### src/icu_pkg.sv
package icu_pkg;

    // Capture mode codes held in the low nibble of the control register.
    localparam logic [3:0] MODE_OFF     = 4'h0;
    localparam logic [3:0] MODE_FALL    = 4'h4;
    localparam logic [3:0] MODE_RISE    = 4'h5;
    localparam logic [3:0] MODE_RISE4   = 4'h6;
    localparam logic [3:0] MODE_RISE16  = 4'h7;

    // Register indexes on the plain register port.
    localparam logic [2:0] ADDR_CTRL    = 3'h0;
    localparam logic [2:0] ADDR_CAP_LO  = 3'h1;
    localparam logic [2:0] ADDR_CAP_HI  = 3'h2;
    localparam logic [2:0] ADDR_FLAGS   = 3'h3;
    localparam logic [2:0] ADDR_ENABLES = 3'h4;
    localparam logic [2:0] ADDR_T3CTRL  = 3'h5;
    localparam logic [2:0] ADDR_DIR     = 3'h6;
    localparam logic [2:0] ADDR_PORT    = 3'h7;

    // Field positions.
    localparam int FLAG_BIT             = 2;
    localparam int DIR_BIT              = 2;
    localparam int TSEL_BIT             = 0;

    // Reset values.
    localparam logic [7:0] CTRL_RST     = 8'h00;
    localparam logic [7:0] DIR_RST      = 8'hFF;
    localparam logic [7:0] T3CTRL_RST   = 8'h00;

    // Prescaler terminal counts (events minus one).
    localparam logic [3:0] PRE4_LAST    = 4'h3;
    localparam logic [3:0] PRE16_LAST   = 4'hF;

    typedef struct packed {
        logic [2:0] addr;
        logic [7:0] wdata;
        logic       wr;
        logic       rd;
    } icu_bus_req_t;

    typedef enum logic [1:0] {
        ICU_OFF     = 2'b00,
        ICU_CAPTURE = 2'b01,
        ICU_OTHER   = 2'b10
    } icu_state_t;

endpackage

### src/icu_top.sv
// Our own choices: the placing of the registers and strobed register access.
`timescale 1ns/1ps
module icu_top (
    input  wire logic                  clk,
    input  wire logic                  rst,
    input  wire icu_pkg::icu_bus_req_t bus_req,
    output logic [7:0]                 rdata,
    input  wire logic                  pin_in,
    output logic                       pin_out,
    output logic                       pin_oe_n,
    input  wire logic [15:0]           first_timer_count,
    input  wire logic [15:0]           third_timer_count,
    output logic                       irq,
    output logic                       capture_pulse
);

    logic [7:0]  ctrl_q, ctrl_d;
    logic [7:0]  t3ctrl_q, t3ctrl_d;
    logic [7:0]  dir_q, dir_d;
    logic [7:0]  port_q, port_d;
    logic        flag_q, flag_d;
    logic        enable_q, enable_d;
    logic [15:0] cap_q, cap_d;
    logic [3:0]  pre_q, pre_d;
    logic        s1_q, s2_q, s3_q;
    logic        s1_d, s2_d, s3_d;
    logic [7:0]  rdata_d;
    logic        irq_d;
    logic        cap_evt;
    logic        pulse_d;
    logic        pin_out_d;
    logic        pin_oe_n_d;
    logic        mode_wr;
    icu_pkg::icu_state_t state;

    function automatic icu_pkg::icu_state_t mode_class(input logic [3:0] m);
        case (m)
            icu_pkg::MODE_OFF:    mode_class = icu_pkg::ICU_OFF;
            icu_pkg::MODE_FALL,
            icu_pkg::MODE_RISE,
            icu_pkg::MODE_RISE4,
            icu_pkg::MODE_RISE16: mode_class = icu_pkg::ICU_CAPTURE;
            default:              mode_class = icu_pkg::ICU_OTHER;
        endcase
    endfunction

    function automatic logic is_wr(input icu_pkg::icu_bus_req_t r, input logic [2:0] a);
        is_wr = r.wr && (r.addr == a);
    endfunction

    assign state   = mode_class(ctrl_q[3:0]);
    assign mode_wr = is_wr(bus_req, icu_pkg::ADDR_CTRL);

    // The pad is read back whatever the direction, so own writes can trigger.
    always_comb begin
        s1_d = pin_in;
        s2_d = s1_q;
        s3_d = s2_q;
    end

    always_ff @(posedge clk) begin
        if (rst) begin
            s1_q <= 1'b0;
            s2_q <= 1'b0;
            s3_q <= 1'b0;
        end else begin
            s1_q <= s1_d;
            s2_q <= s2_d;
            s3_q <= s3_d;
        end
    end

    // Event detection and prescaling on the synchronised pin.
    always_comb begin
        logic rise;
        logic fall;
        rise    = s2_q && !s3_q;
        fall    = !s2_q && s3_q;
        cap_evt = 1'b0;
        pre_d   = pre_q;
        if (state != icu_pkg::ICU_CAPTURE) begin
            pre_d = 4'h0;
        end else begin
            // A direct switch between prescaler modes keeps the count.
            case (ctrl_q[3:0])
                icu_pkg::MODE_FALL:  cap_evt = fall;
                icu_pkg::MODE_RISE:  cap_evt = rise;
                icu_pkg::MODE_RISE4: begin
                    if (rise) begin
                        cap_evt = (pre_q[1:0] == icu_pkg::PRE4_LAST[1:0]);
                        pre_d   = cap_evt ? 4'h0 : pre_q + 4'h1;
                    end
                end
                icu_pkg::MODE_RISE16: begin
                    if (rise) begin
                        cap_evt = (pre_q == icu_pkg::PRE16_LAST);
                        pre_d   = pre_q + 4'h1;
                    end
                end
                default: cap_evt = 1'b0;
            endcase
        end
    end

    // Register file, capture and flag next values.
    always_comb begin
        ctrl_d   = ctrl_q;
        t3ctrl_d = t3ctrl_q;
        dir_d    = dir_q;
        port_d   = port_q;
        enable_d = enable_q;
        flag_d   = flag_q;
        cap_d    = cap_q;
        if (mode_wr) begin
            ctrl_d = bus_req.wdata;
        end
        if (is_wr(bus_req, icu_pkg::ADDR_T3CTRL)) begin
            t3ctrl_d = bus_req.wdata;
        end
        if (is_wr(bus_req, icu_pkg::ADDR_DIR)) begin
            dir_d = bus_req.wdata;
        end
        if (is_wr(bus_req, icu_pkg::ADDR_PORT)) begin
            port_d = bus_req.wdata;
        end
        if (is_wr(bus_req, icu_pkg::ADDR_ENABLES)) begin
            enable_d = bus_req.wdata[icu_pkg::FLAG_BIT];
        end
        if (is_wr(bus_req, icu_pkg::ADDR_FLAGS)) begin
            flag_d = bus_req.wdata[icu_pkg::FLAG_BIT];
        end
        if (cap_evt) begin
            // Source selection is live; software keeps timers synchronous.
            cap_d  = t3ctrl_q[icu_pkg::TSEL_BIT] ? third_timer_count
                                                : first_timer_count;
            flag_d = 1'b1;
        end
        // A mode write while capturing may flag spuriously; here it does so
        // whenever the mode code changes while the synchronised pin is high.
        if (mode_wr && state == icu_pkg::ICU_CAPTURE && s2_q
            && bus_req.wdata[3:0] != ctrl_q[3:0]) begin
            flag_d = 1'b1;
        end
    end

    always_comb begin
        rdata_d = 8'h00;
        if (bus_req.rd) begin
            case (bus_req.addr)
                icu_pkg::ADDR_CTRL:    rdata_d = ctrl_q;
                icu_pkg::ADDR_CAP_LO:  rdata_d = cap_q[7:0];
                icu_pkg::ADDR_CAP_HI:  rdata_d = cap_q[15:8];
                icu_pkg::ADDR_FLAGS:   rdata_d = {5'h00, flag_q, 2'h0};
                icu_pkg::ADDR_ENABLES: rdata_d = {5'h00, enable_q, 2'h0};
                icu_pkg::ADDR_T3CTRL:  rdata_d = t3ctrl_q;
                icu_pkg::ADDR_DIR:     rdata_d = dir_q;
                default:               rdata_d = port_q;
            endcase
        end
        irq_d      = flag_d && enable_d;
        pulse_d    = cap_evt;
        pin_out_d  = port_d[icu_pkg::DIR_BIT];
        pin_oe_n_d = dir_d[icu_pkg::DIR_BIT];
    end

    always_ff @(posedge clk) begin
        if (rst) begin
            ctrl_q        <= icu_pkg::CTRL_RST;
            t3ctrl_q      <= icu_pkg::T3CTRL_RST;
            dir_q         <= icu_pkg::DIR_RST;
            port_q        <= 8'h00;
            enable_q      <= 1'b0;
            flag_q        <= 1'b0;
            cap_q         <= 16'h0000;
            pre_q         <= 4'h0;
            rdata         <= 8'h00;
            irq           <= 1'b0;
            capture_pulse <= 1'b0;
            pin_out       <= 1'b0;
            pin_oe_n      <= 1'b1;
        end else begin
            ctrl_q        <= ctrl_d;
            t3ctrl_q      <= t3ctrl_d;
            dir_q         <= dir_d;
            port_q        <= port_d;
            enable_q      <= enable_d;
            flag_q        <= flag_d;
            cap_q         <= cap_d;
            pre_q         <= pre_d;
            rdata         <= rdata_d;
            irq           <= irq_d;
            capture_pulse <= pulse_d;
            pin_out       <= pin_out_d;
            pin_oe_n      <= pin_oe_n_d;
        end
    end
endmodule // icu_top

### config.mk
export PLATFORM = sky130hd
export DESIGN_NAME = icu_top
export DESIGN_NICKNAME = d
export VERILOG_FILES = /design/src/icu_pkg.sv /design/src/icu_top.sv
export SDC_FILE = /design/constraint.sdc
export NUM_CORES = 1
export LEC_CHECK = 0
export ABC_CLOCK_PERIOD_IN_PS = 3300
export BUFFER_PORTS_ARGS = -buffer_cell sky130_fd_sc_hd__buf_2
export CAP_MARGIN = 5
export CORE_ASPECT_RATIO = 0.6
export CORE_MARGIN = 2
export CORE_UTILIZATION = 40
export DETAILED_ROUTE_END_ITERATION = 16
export RECOVER_POWER = 50
export SLEW_MARGIN = 25
export SYNTH_ARGS = -nofsm -noshare
export SYNTH_HDL_FRONTEND = slang
export SYNTH_SLANG_ARGS = --single-unit
### constraint.sdc
create_clock -name clk -period 3.3 [get_ports clk]
set_input_delay 0.66 -clock clk [delete_from_list [all_inputs] [get_ports clk]]
set_output_delay 0.66 -clock clk [all_outputs]
set_load 0.01 [all_outputs]
==> run summary, run 1 <==
The dominant synthesized flop cell was sky130_fd_sc_hd__dfxtp_1. Counting distinct cell types in the post-synthesis netlist gives 42. The count of nets left with antenna violations once routing finished came out at 0.

For this run, the top clock speed supported by timing is 0.444 GHz. Ranked by total cell area, the synthesized netlist is headed by sky130_fd_sc_hd__dfxtp_1, sky130_fd_sc_hd__mux2i_1, sky130_fd_sc_hd__nand2_1. At the pin with the least slew margin, the transition time is 1.10 ns. The setup path with the least slack is of type reg2reg.

Wire segments on met2 add up to 3230 um in the final route. The global route total overflow came out at 0. The full die area was 0.00860 mm^2; the height of the die was 72.7 um. The tools report the placement row count as 24.

In this run the clock root is driven by a sky130_fd_sc_hd__clkbuf_16. The growth of design area from synthesis to finish came out at 18.3%. The run gives 0.427 as the fraction of the yosys area taken by sequential cells.

In this run the cell area measured after placement is 0.00347 mm^2. Clock latency on the worst-skew pair, taken at its later pin, is 0.34 ns. The final clock skew was 0.00468 ns; the number of clock sinks seen by CTS was 67. In the routed design, unresolved DRC markers number 0. The number of nets handed over by synthesis was 398.

In this run the critical register-to-register path is captured at cap_q[5]. By instance count, the leading cell after synthesis is sky130_fd_sc_hd__nand2_1. By count the netlist is led by sky130_fd_sc_hd__nand2_1, sky130_fd_sc_hd__dfxtp_1, sky130_fd_sc_hd__a21oi_1. Among all stages on the critical path, the largest delay is contributed by sky130_fd_sc_hd__nor2b_4. In this run the tool buffered the top-level ports with 59 buffer cells.

The highest cell delay on the worst timing path works out to 0.52 ns. The number of hold buffers added after CTS was 0. The startpoint identified for the worst hold timing path is s1_q. Clock-pin slew was measured on the worst setup and hold paths at 0.05 ns. After filler insertion, the fill cell instance count of the layout stands at 750. The summed negative setup slack over all endpoints was 0 ns. The run gives 4 as the length of the first detailed-routing pass in iterations.

The core region is 0.00745 mm^2. The length of routed met3 wiring is 780 um. The tools report the via count of the first global-routing pass as 2,459. The synthesized area is 0.00314 mm^2, and the detailed placement HPWL is 5900 um. The first-pass GRT wire length was 13,200 um. Setup violations remaining at the end of the flow were counted as 0. Counting tap cells, the placed design contains a total of 487 instances. The async set-reset flop share out of synthesis works out to 0. The arrival time of the worst setup path is 2.41 ns. In the synthesized netlist, the number of instances is 348. The worst path needs 2.25 ns of the cycle, external delays included. The detail-routed via count per cell is 5.25, and the final weighted congestion in routability-driven placement is 0.800. STA puts the critical path data required time at 3.46 ns.

TritonCTS built the clock tree. The run gives 0 as the count of pins over their slew limit. The flow ran to the end, and the final reports show no timing, DRC or antenna violations. STA classifies the critical path endpoint as a register. The detailed router put a total of 4040 um of wire on met1.

The analysis attributes to cell leakage a power of 1.34 nW. The run gives 0 as the total of cells resized after clock tree synthesis. The run gives 1.05 ns as the final setup slack of the worst path. The count of endpoints failing hold in the final timing report is 0. Signal routing reaches up to met4. The average wire per cell in the routed design is 16.2 um, and the largest net degree at the start of global routing is 37. The final net count is 444, and the final cycle utilization of the critical path is 0.682. Wires add up to 8110 um. 0 antenna diodes ended up in the layout. VDD sags by at most 0.000218 V. The tools report the worst slew slack as a fraction of its limit as 0.265.

The number of flops mapped to enable cells by yosys was 0; the post-layout instance area was 0.00372 mm^2. Prior to clock tree synthesis, the placed netlist has a worst setup slack of 1.10 ns. The layout cell share with drive strength beyond 1 is 0.229. The effective utilization at floorplan was 0.422; the flip-flop and latch count after synthesis was 67. The power consumption came out at 0.00185 W. The startpoint identified for the worst register-to-register timing path is ctrl_q[2]. The signal on the critical path passes through nor2b_4, nand3_4, o32ai_4, and2_4, a211oi_1. The run gives 234 as the DRC violation total after the first TritonRoute iteration. Library cell occupying the most area in the post-synthesis netlist: sky130_fd_sc_hd__dfxtp_1. The critical path ends at cap_q[5]. For this block, the via count after detailed routing is 2,633. The worst setup path is launched from a register.

The tools report the launching element of the worst setup path as ctrl_q[2]. The depth of the worst register-to-register path was 5. The clock tree synthesis step divided the H-tree into 3 levels. The number of antenna violations at the first check in global routing is 0, and the total clock buffers created by CTS is 9. The max-cap violation count came out at 0. Of all nets on the critical path, the largest fanout is 24. For this design the top-level I/O count stands at 60. The area share of the largest cell type after synthesis is 0.427, and the total setup buffers inserted after CTS is 0. Counting along the longest clock path gives a buffer depth of 2. Setup repair after global routing left no endpoint under its margin. Measured along the x axis, the die boundary spans 118 um. For this run, the number of standard cells in the final layout without fillers is 502. The worst setup slack for register-to-register paths is 1.05 ns.

The average cell area after synthesis was 9.03 um^2. The Yosys step of the flow raised 0 warnings. The total track usage is 0.204.

The path class of the tightest hold or removal check is reg2reg. The power density over the cells came out at 497 mW/mm^2.
-- registers in the layout, indices dropped and copies added (netlist names), 4 cells and up --
register  cells
port_q        8
ctrl_q        8
rdata         8
cap_q        16
t3ctrl_q      8
dir_q         8
pre_q         4
-- layout by cell type, fill, tap and decap left out, types with 2 or more instances in the layout --
| cell type | n |
|---|---|
| sky130_fd_sc_hd__nand2_1 | 68 |
| sky130_fd_sc_hd__dfxtp_1 | 67 |
| sky130_fd_sc_hd__a21oi_1 | 50 |
| sky130_fd_sc_hd__buf_2 | 46 |
| sky130_fd_sc_hd__mux2i_1 | 28 |
| sky130_fd_sc_hd__nor2_1 | 15 |
| sky130_fd_sc_hd__a211oi_1 | 14 |
| sky130_fd_sc_hd__clkbuf_1 | 13 |
| sky130_fd_sc_hd__a211oi_2 | 10 |
| sky130_fd_sc_hd__clkbuf_16 | 9 |
| sky130_fd_sc_hd__nand3b_1 | 8 |
| sky130_fd_sc_hd__nor3_1 | 7 |
| sky130_fd_sc_hd__mux2_2 | 7 |
| sky130_fd_sc_hd__a221oi_1 | 7 |
| sky130_fd_sc_hd__nor2b_1 | 4 |
| sky130_fd_sc_hd__xor2_1 | 4 |
| sky130_fd_sc_hd__buf_4 | 4 |
| sky130_fd_sc_hd__nand3_1 | 3 |
| sky130_fd_sc_hd__clkinv_2 | 3 |
| sky130_fd_sc_hd__inv_1 | 2 |
| sky130_fd_sc_hd__nand2b_1 | 2 |
| sky130_fd_sc_hd__or3_1 | 2 |
| sky130_fd_sc_hd__mux4_2 | 2 |
| sky130_fd_sc_hd__ha_1 | 2 |
| sky130_fd_sc_hd__clkinvlp_4 | 2 |
-- stage by stage --
stage	hold WS (ns)	util
floorplan	0.414	-
global placement	0.420	0.465
detailed placement	0.435	0.465
CTS	0.448	0.502
global route	0.455	0.499
finish	0.440	0.499
-- cell families (layout without fill, tap and decap cells) --
group / Yosys count / after routing / share of synthesized area
AO/OA/AOI/OAI: 86 / 86 / 0.191
XOR/XNOR: 4 / 4 / 0.0111
adder cells (fa/ha/maj): 2 / 2 / 0.00796
buffers and inverters: 31 / 81 / 0.0466
flip-flops: 67 / 67 / 0.427
multiplexers: 37 / 37 / 0.129
AND/OR/NAND/NOR: 121 / 121 / 0.188
-- critical path, delay by kind of cell (launching register included) --
family	cells	cell delay, ns
flip-flops	1	0.40
AND/OR/NAND/NOR	3	1.12
AO/OA/AOI/OAI	2	0.56
-- metal layers --
layer,vias to the layer above,GRT usage
met5,-,0
met4,0,0.0437
met3,7,0.0859
met2,89,0.279
met1,1206,0.297
li1,1331,-
-- report_power, final --
part / internal, W / leakage, nW / switching (W) / total (W)
Sequential: 0.000825 / 0.543 / 0.0000102 / 0.000835
Combinational: 0.0000598 / 0.670 / 0.0000881 / 0.000148
Clock: 0.000519 / 0.130 / 0.000343 / 0.000862
-- final cells by class --
cell class | instances | area [um^2] | share of cell area
Tap cell | 104 | 130 | 0.0350
Multi-Input combinational cell | 250 | 1650 | 0.445
Timing Repair Buffer | 64 | 314 | 0.0845
Clock buffer | 10 | 239 | 0.0643
Sequential cell | 67 | 1340 | 0.361
Inverter | 2 | 7.51 | 0.00202
Clock inverter | 5 | 30.0 | 0.00808
-- worst min-delay path by stage --
stage	to	cells after the start
after floorplan	s2_q	1
after global placement	s2_q	1
after detailed placement	s2_q	1
after CTS	s2_q	1
after global routing	s2_q	1
final	s2_q	1
No activity file was read; power rests on OpenSTA's default activity.
==> inputs of run 2 (changes only) <==
ABC_CLOCK_PERIOD_IN_PS = 1950   (was 3300)
clock period = 1.95 ns   (was 3.3 ns; I/O delays follow)
==> run 2 against run 1 <==
Flip-flop and latch count unchanged. Die area unchanged. Clock power up 73%. Design area up 2.2%. Combinational power up 77%. Global-route usage up 0.39 points. Final cell count up 2.0%. Non-clock buffer count up 9. Critical path type unchanged. Hold slack worse by 0.14 ns. First-iteration DRC count up 45%.
==> run summary, run 2 (synthesis gave the netlist of run 1 again) <==
The flow ran to the end, and the final reports show no timing, DRC or antenna violations. The total buffers and inverters traversed by the critical path is 0 (unchanged). The launching point of the worst reg2reg path was s2_q (was ctrl_q[2]). The total setup buffers inserted after CTS is 0 (unchanged), and the count of filler cells inserted in the layout is 735 (was 750).

The logs give 0.422 (unchanged) for the effective utilization at floorplan and 0 (unchanged) for the antenna diode count. The insertion delay of the later-clocked pin in the worst-skew pair is 0.34 ns (about the same). The layout cell share with drive strength beyond 1 is 0.238 (was 0.229).

The endpoint of the most critical register-to-register path was cap_q[2] (was cap_q[5]). The critical setup path kind is reg2reg (unchanged). The floorplan die width works out to 118 um (unchanged). The launching element type of the critical path was a register (unchanged).

Top library cells by usage in the layout, fill and taps aside: sky130_fd_sc_hd__nand2_1, sky130_fd_sc_hd__dfxtp_1, sky130_fd_sc_hd__a21oi_1 (unchanged). Setup repair after global routing left no endpoint under its margin. The largest net degree at the start of global routing is 44 (was 37). The final clock skew is 0.00501 ns (was 0.00468 ns), and the length of the first detailed-routing pass in iterations is 4 (unchanged). The run gives 453 (was 444) as the final net count.

The dominant delay contributor by cell family on the critical path was simple AND/OR/NAND/NOR gates (unchanged). Largest fanout on the critical path: 16 (was 24). The logs give 1.90 ns (was 2.41 ns) for the arrival time of the worst setup path and 0 (unchanged) for the max-cap violation count. The total of cells resized after clock tree synthesis was 0 (unchanged). The highest cell delay on the worst timing path came out at 0.36 ns (was 0.52 ns).

The run gives 9 (unchanged) as the total clock buffers created by CTS. For the critical path data required time, the log shows 2.12 ns (was 3.46 ns). The termination of the worst setup path was cap_q[2] (was cap_q[5]). The count of pins over their slew limit is 0 (unchanged). For the fmax, the log shows 0.581 GHz (was 0.444 GHz).

The flip-flop count of the largest register after layout is 16 (unchanged), and the detail-routed via count per cell is 5.24 (was 5.25). The count of final setup violators is 0 (unchanged). The clock transition at the registers of the reported paths came out at 0.05 ns (about the same).

Total wirelength of the detailed-routed design: 8360 um (was 8110 um). The count of hold buffers inserted by post-cts repair came out at 0 (unchanged). Master of the slowest instance on the critical path: sky130_fd_sc_hd__dfxtp_1 (was sky130_fd_sc_hd__nor2b_4). The most common library cell in the layout ignoring fill and taps was sky130_fd_sc_hd__nand2_1 (unchanged). The nature of the critical path endpoint is a register (unchanged).

The count of endpoints failing hold in the final timing report came out at 0 (unchanged). The combined area of the multi-input logic cells was 0.00165 mm^2 (unchanged). The growth of design area from synthesis to finish was 20.9% (was 18.3%); the power density over the cells was 833 mW/mm^2 (was 497 mW/mm^2). The run gives 0 (unchanged) as the number of antenna violations at the first check in global routing. Shortest clock period the worst path allows after layout: 1.72 ns (was 2.25 ns). Top-level port count: 60 (unchanged). The full die area was 0.00860 mm^2 (unchanged). For the static power due to leakage, the log shows 1.39 nW (was 1.34 nW). The number of antenna-violating nets in the routed design was 0 (unchanged); the detailed placement HPWL was 5980 um (was 5900 um).

The depth of the worst register-to-register path is 5 (unchanged), and the final setup slack of the worst path is 0.228 ns (was 1.05 ns). The DRC violation count after routing is 0 (unchanged), and the final weighted congestion in routability-driven placement is 0.834 (was 0.800). The worst-margin pin slew was 0.961 ns (was 1.10 ns); the worst-case vdd ir drop was 0.000549 V (was 0.000218 V). The tools report the combined flip-flop and latch cell area as 0.00134 mm^2 (unchanged).

The first-pass GRT wire length came out at 13,400 um (was 13,200 um). The placement row count is 24 (unchanged). For the worst setup slack for register-to-register paths, the log shows 0.23 ns (was 1.05 ns). Via count of the first global-routing pass: 2,563 (was 2,459). The H-tree level count is 3 (unchanged). The logic depth of the worst setup path including buffers was 5 (unchanged); the height of the die was 72.7 um (unchanged).

Port buffer count: 59 (unchanged). Register bank with the most flops: cap_q (unchanged). The summed negative setup slack over all endpoints is 0 ns (unchanged).

TritonCTS built the clock tree. The tools report the buffer type at the clock tree root as sky130_fd_sc_hd__clkbuf_16 (unchanged). The average wire per cell in the routed design works out to 16.3 um (was 16.2 um). The count of vias placed by the detailed router was 2,684 (was 2,633). Launching element of the worst setup path: s2_q (was ctrl_q[2]).

The global route total overflow was 0 (unchanged). The tools report the placeable core region as 0.00745 mm^2 (unchanged). The number of clock sinks seen by CTS is 67 (unchanged).

The logs give 339 (was 234) for the DRC violation total after the first TritonRoute iteration and 0.208 (was 0.204) for the total track usage. The final cycle utilization of the critical path came out at 0.883 (was 0.682). Ordered cell list for the critical path: nor2b_1, nand3_4, o32ai_4, and2_4, a211oi_1 (was nor2b_4, nand3_4, o32ai_4, and2_4, a211oi_1).

Class of the most critical hold timing path: in2reg (was reg2reg). The run gives 0.141 ns (was 1.10 ns) as the worst slack after detailed placement. Largest buffer count on any clock path: 2 (unchanged).

The worst slew slack as a fraction of its limit came out at 0.359 (was 0.265).
-- run 2: changes by cell type in the layout (fill, tap and decap cells not counted), moves of 2 or more --
cell,previous run,this run
sky130_fd_sc_hd__buf_4,4,11
sky130_fd_sc_hd__clkbuf_1,13,17
sky130_fd_sc_hd__buf_2,46,44
sky130_fd_sc_hd__clkbuf_2,1,3
sky130_fd_sc_hd__clkinvlp_4,2,0
-- run 2: worst min-delay path by stage --
stage	start	to	slack, ns	cells past startpoint
3_3_place_gp	s1_q	s2_q	0.43	1
4_1_cts	pin_in	s1_q	0.30	2
6_report	pin_in	s1_q	0.30	2
5_1_grt	pin_in	s1_q	0.33	2
2_1_floorplan	s1_q	s2_q	0.41	1
3_5_place_dp	s1_q	s2_q	0.44	1
-- run 2: layout make-up --
cell class                 count  area share
multi-input combinational    250       0.436
tap                          104      0.0343
inverter                       2     0.00198
timing repair buffer          73       0.103
clock inverter                 2     0.00264
clock buffer                  14      0.0695
sequential                    67       0.353
-- run 2: where the power goes --
| group | switching, W | internal, W |
|---|---|---|
| Combinational | 0.000153 | 0.000109 |
| Sequential | 0.0000162 | 0.00140 |
| Clock | 0.000561 | 0.000925 |
-- run 2: worst reg2reg max path, cell delays in order, from the launching register on --
cell                       delay (ns)
sky130_fd_sc_hd__dfxtp_1         0.36
sky130_fd_sc_hd__nor2b_1         0.27
sky130_fd_sc_hd__nand3_4         0.17
sky130_fd_sc_hd__o32ai_4         0.29
sky130_fd_sc_hd__and2_4          0.35
sky130_fd_sc_hd__a211oi_1        0.11
-- run 2: layer usage --
metal / vias to the layer above / GRT usage / part of all wire
met4: 0 / 0.0423 / 0.0069
met3: 9 / 0.0789 / 0.089
met5: - / 0 / 0
li1: 1344 / - / -
met2: 78 / 0.297 / 0.40
met1: 1253 / 0.299 / 0.50
-- run 2: per-stage QoR --
step | std cells | cell area, um^2 | total power, W | util | hold slack [ns]
2_1_floorplan | 348 | 3140 | 0.00159 | - | 0.414
3_3_place_gp | 496 | 3550 | 0.00170 | 0.476 | 0.433
3_5_place_dp | 496 | 3550 | 0.00171 | 0.476 | 0.444
4_1_cts | 512 | 3820 | 0.00320 | 0.513 | 0.298
5_1_grt | 512 | 3800 | 0.00328 | 0.510 | 0.327
6_report | 512 | 3800 | 0.00316 | 0.510 | 0.302
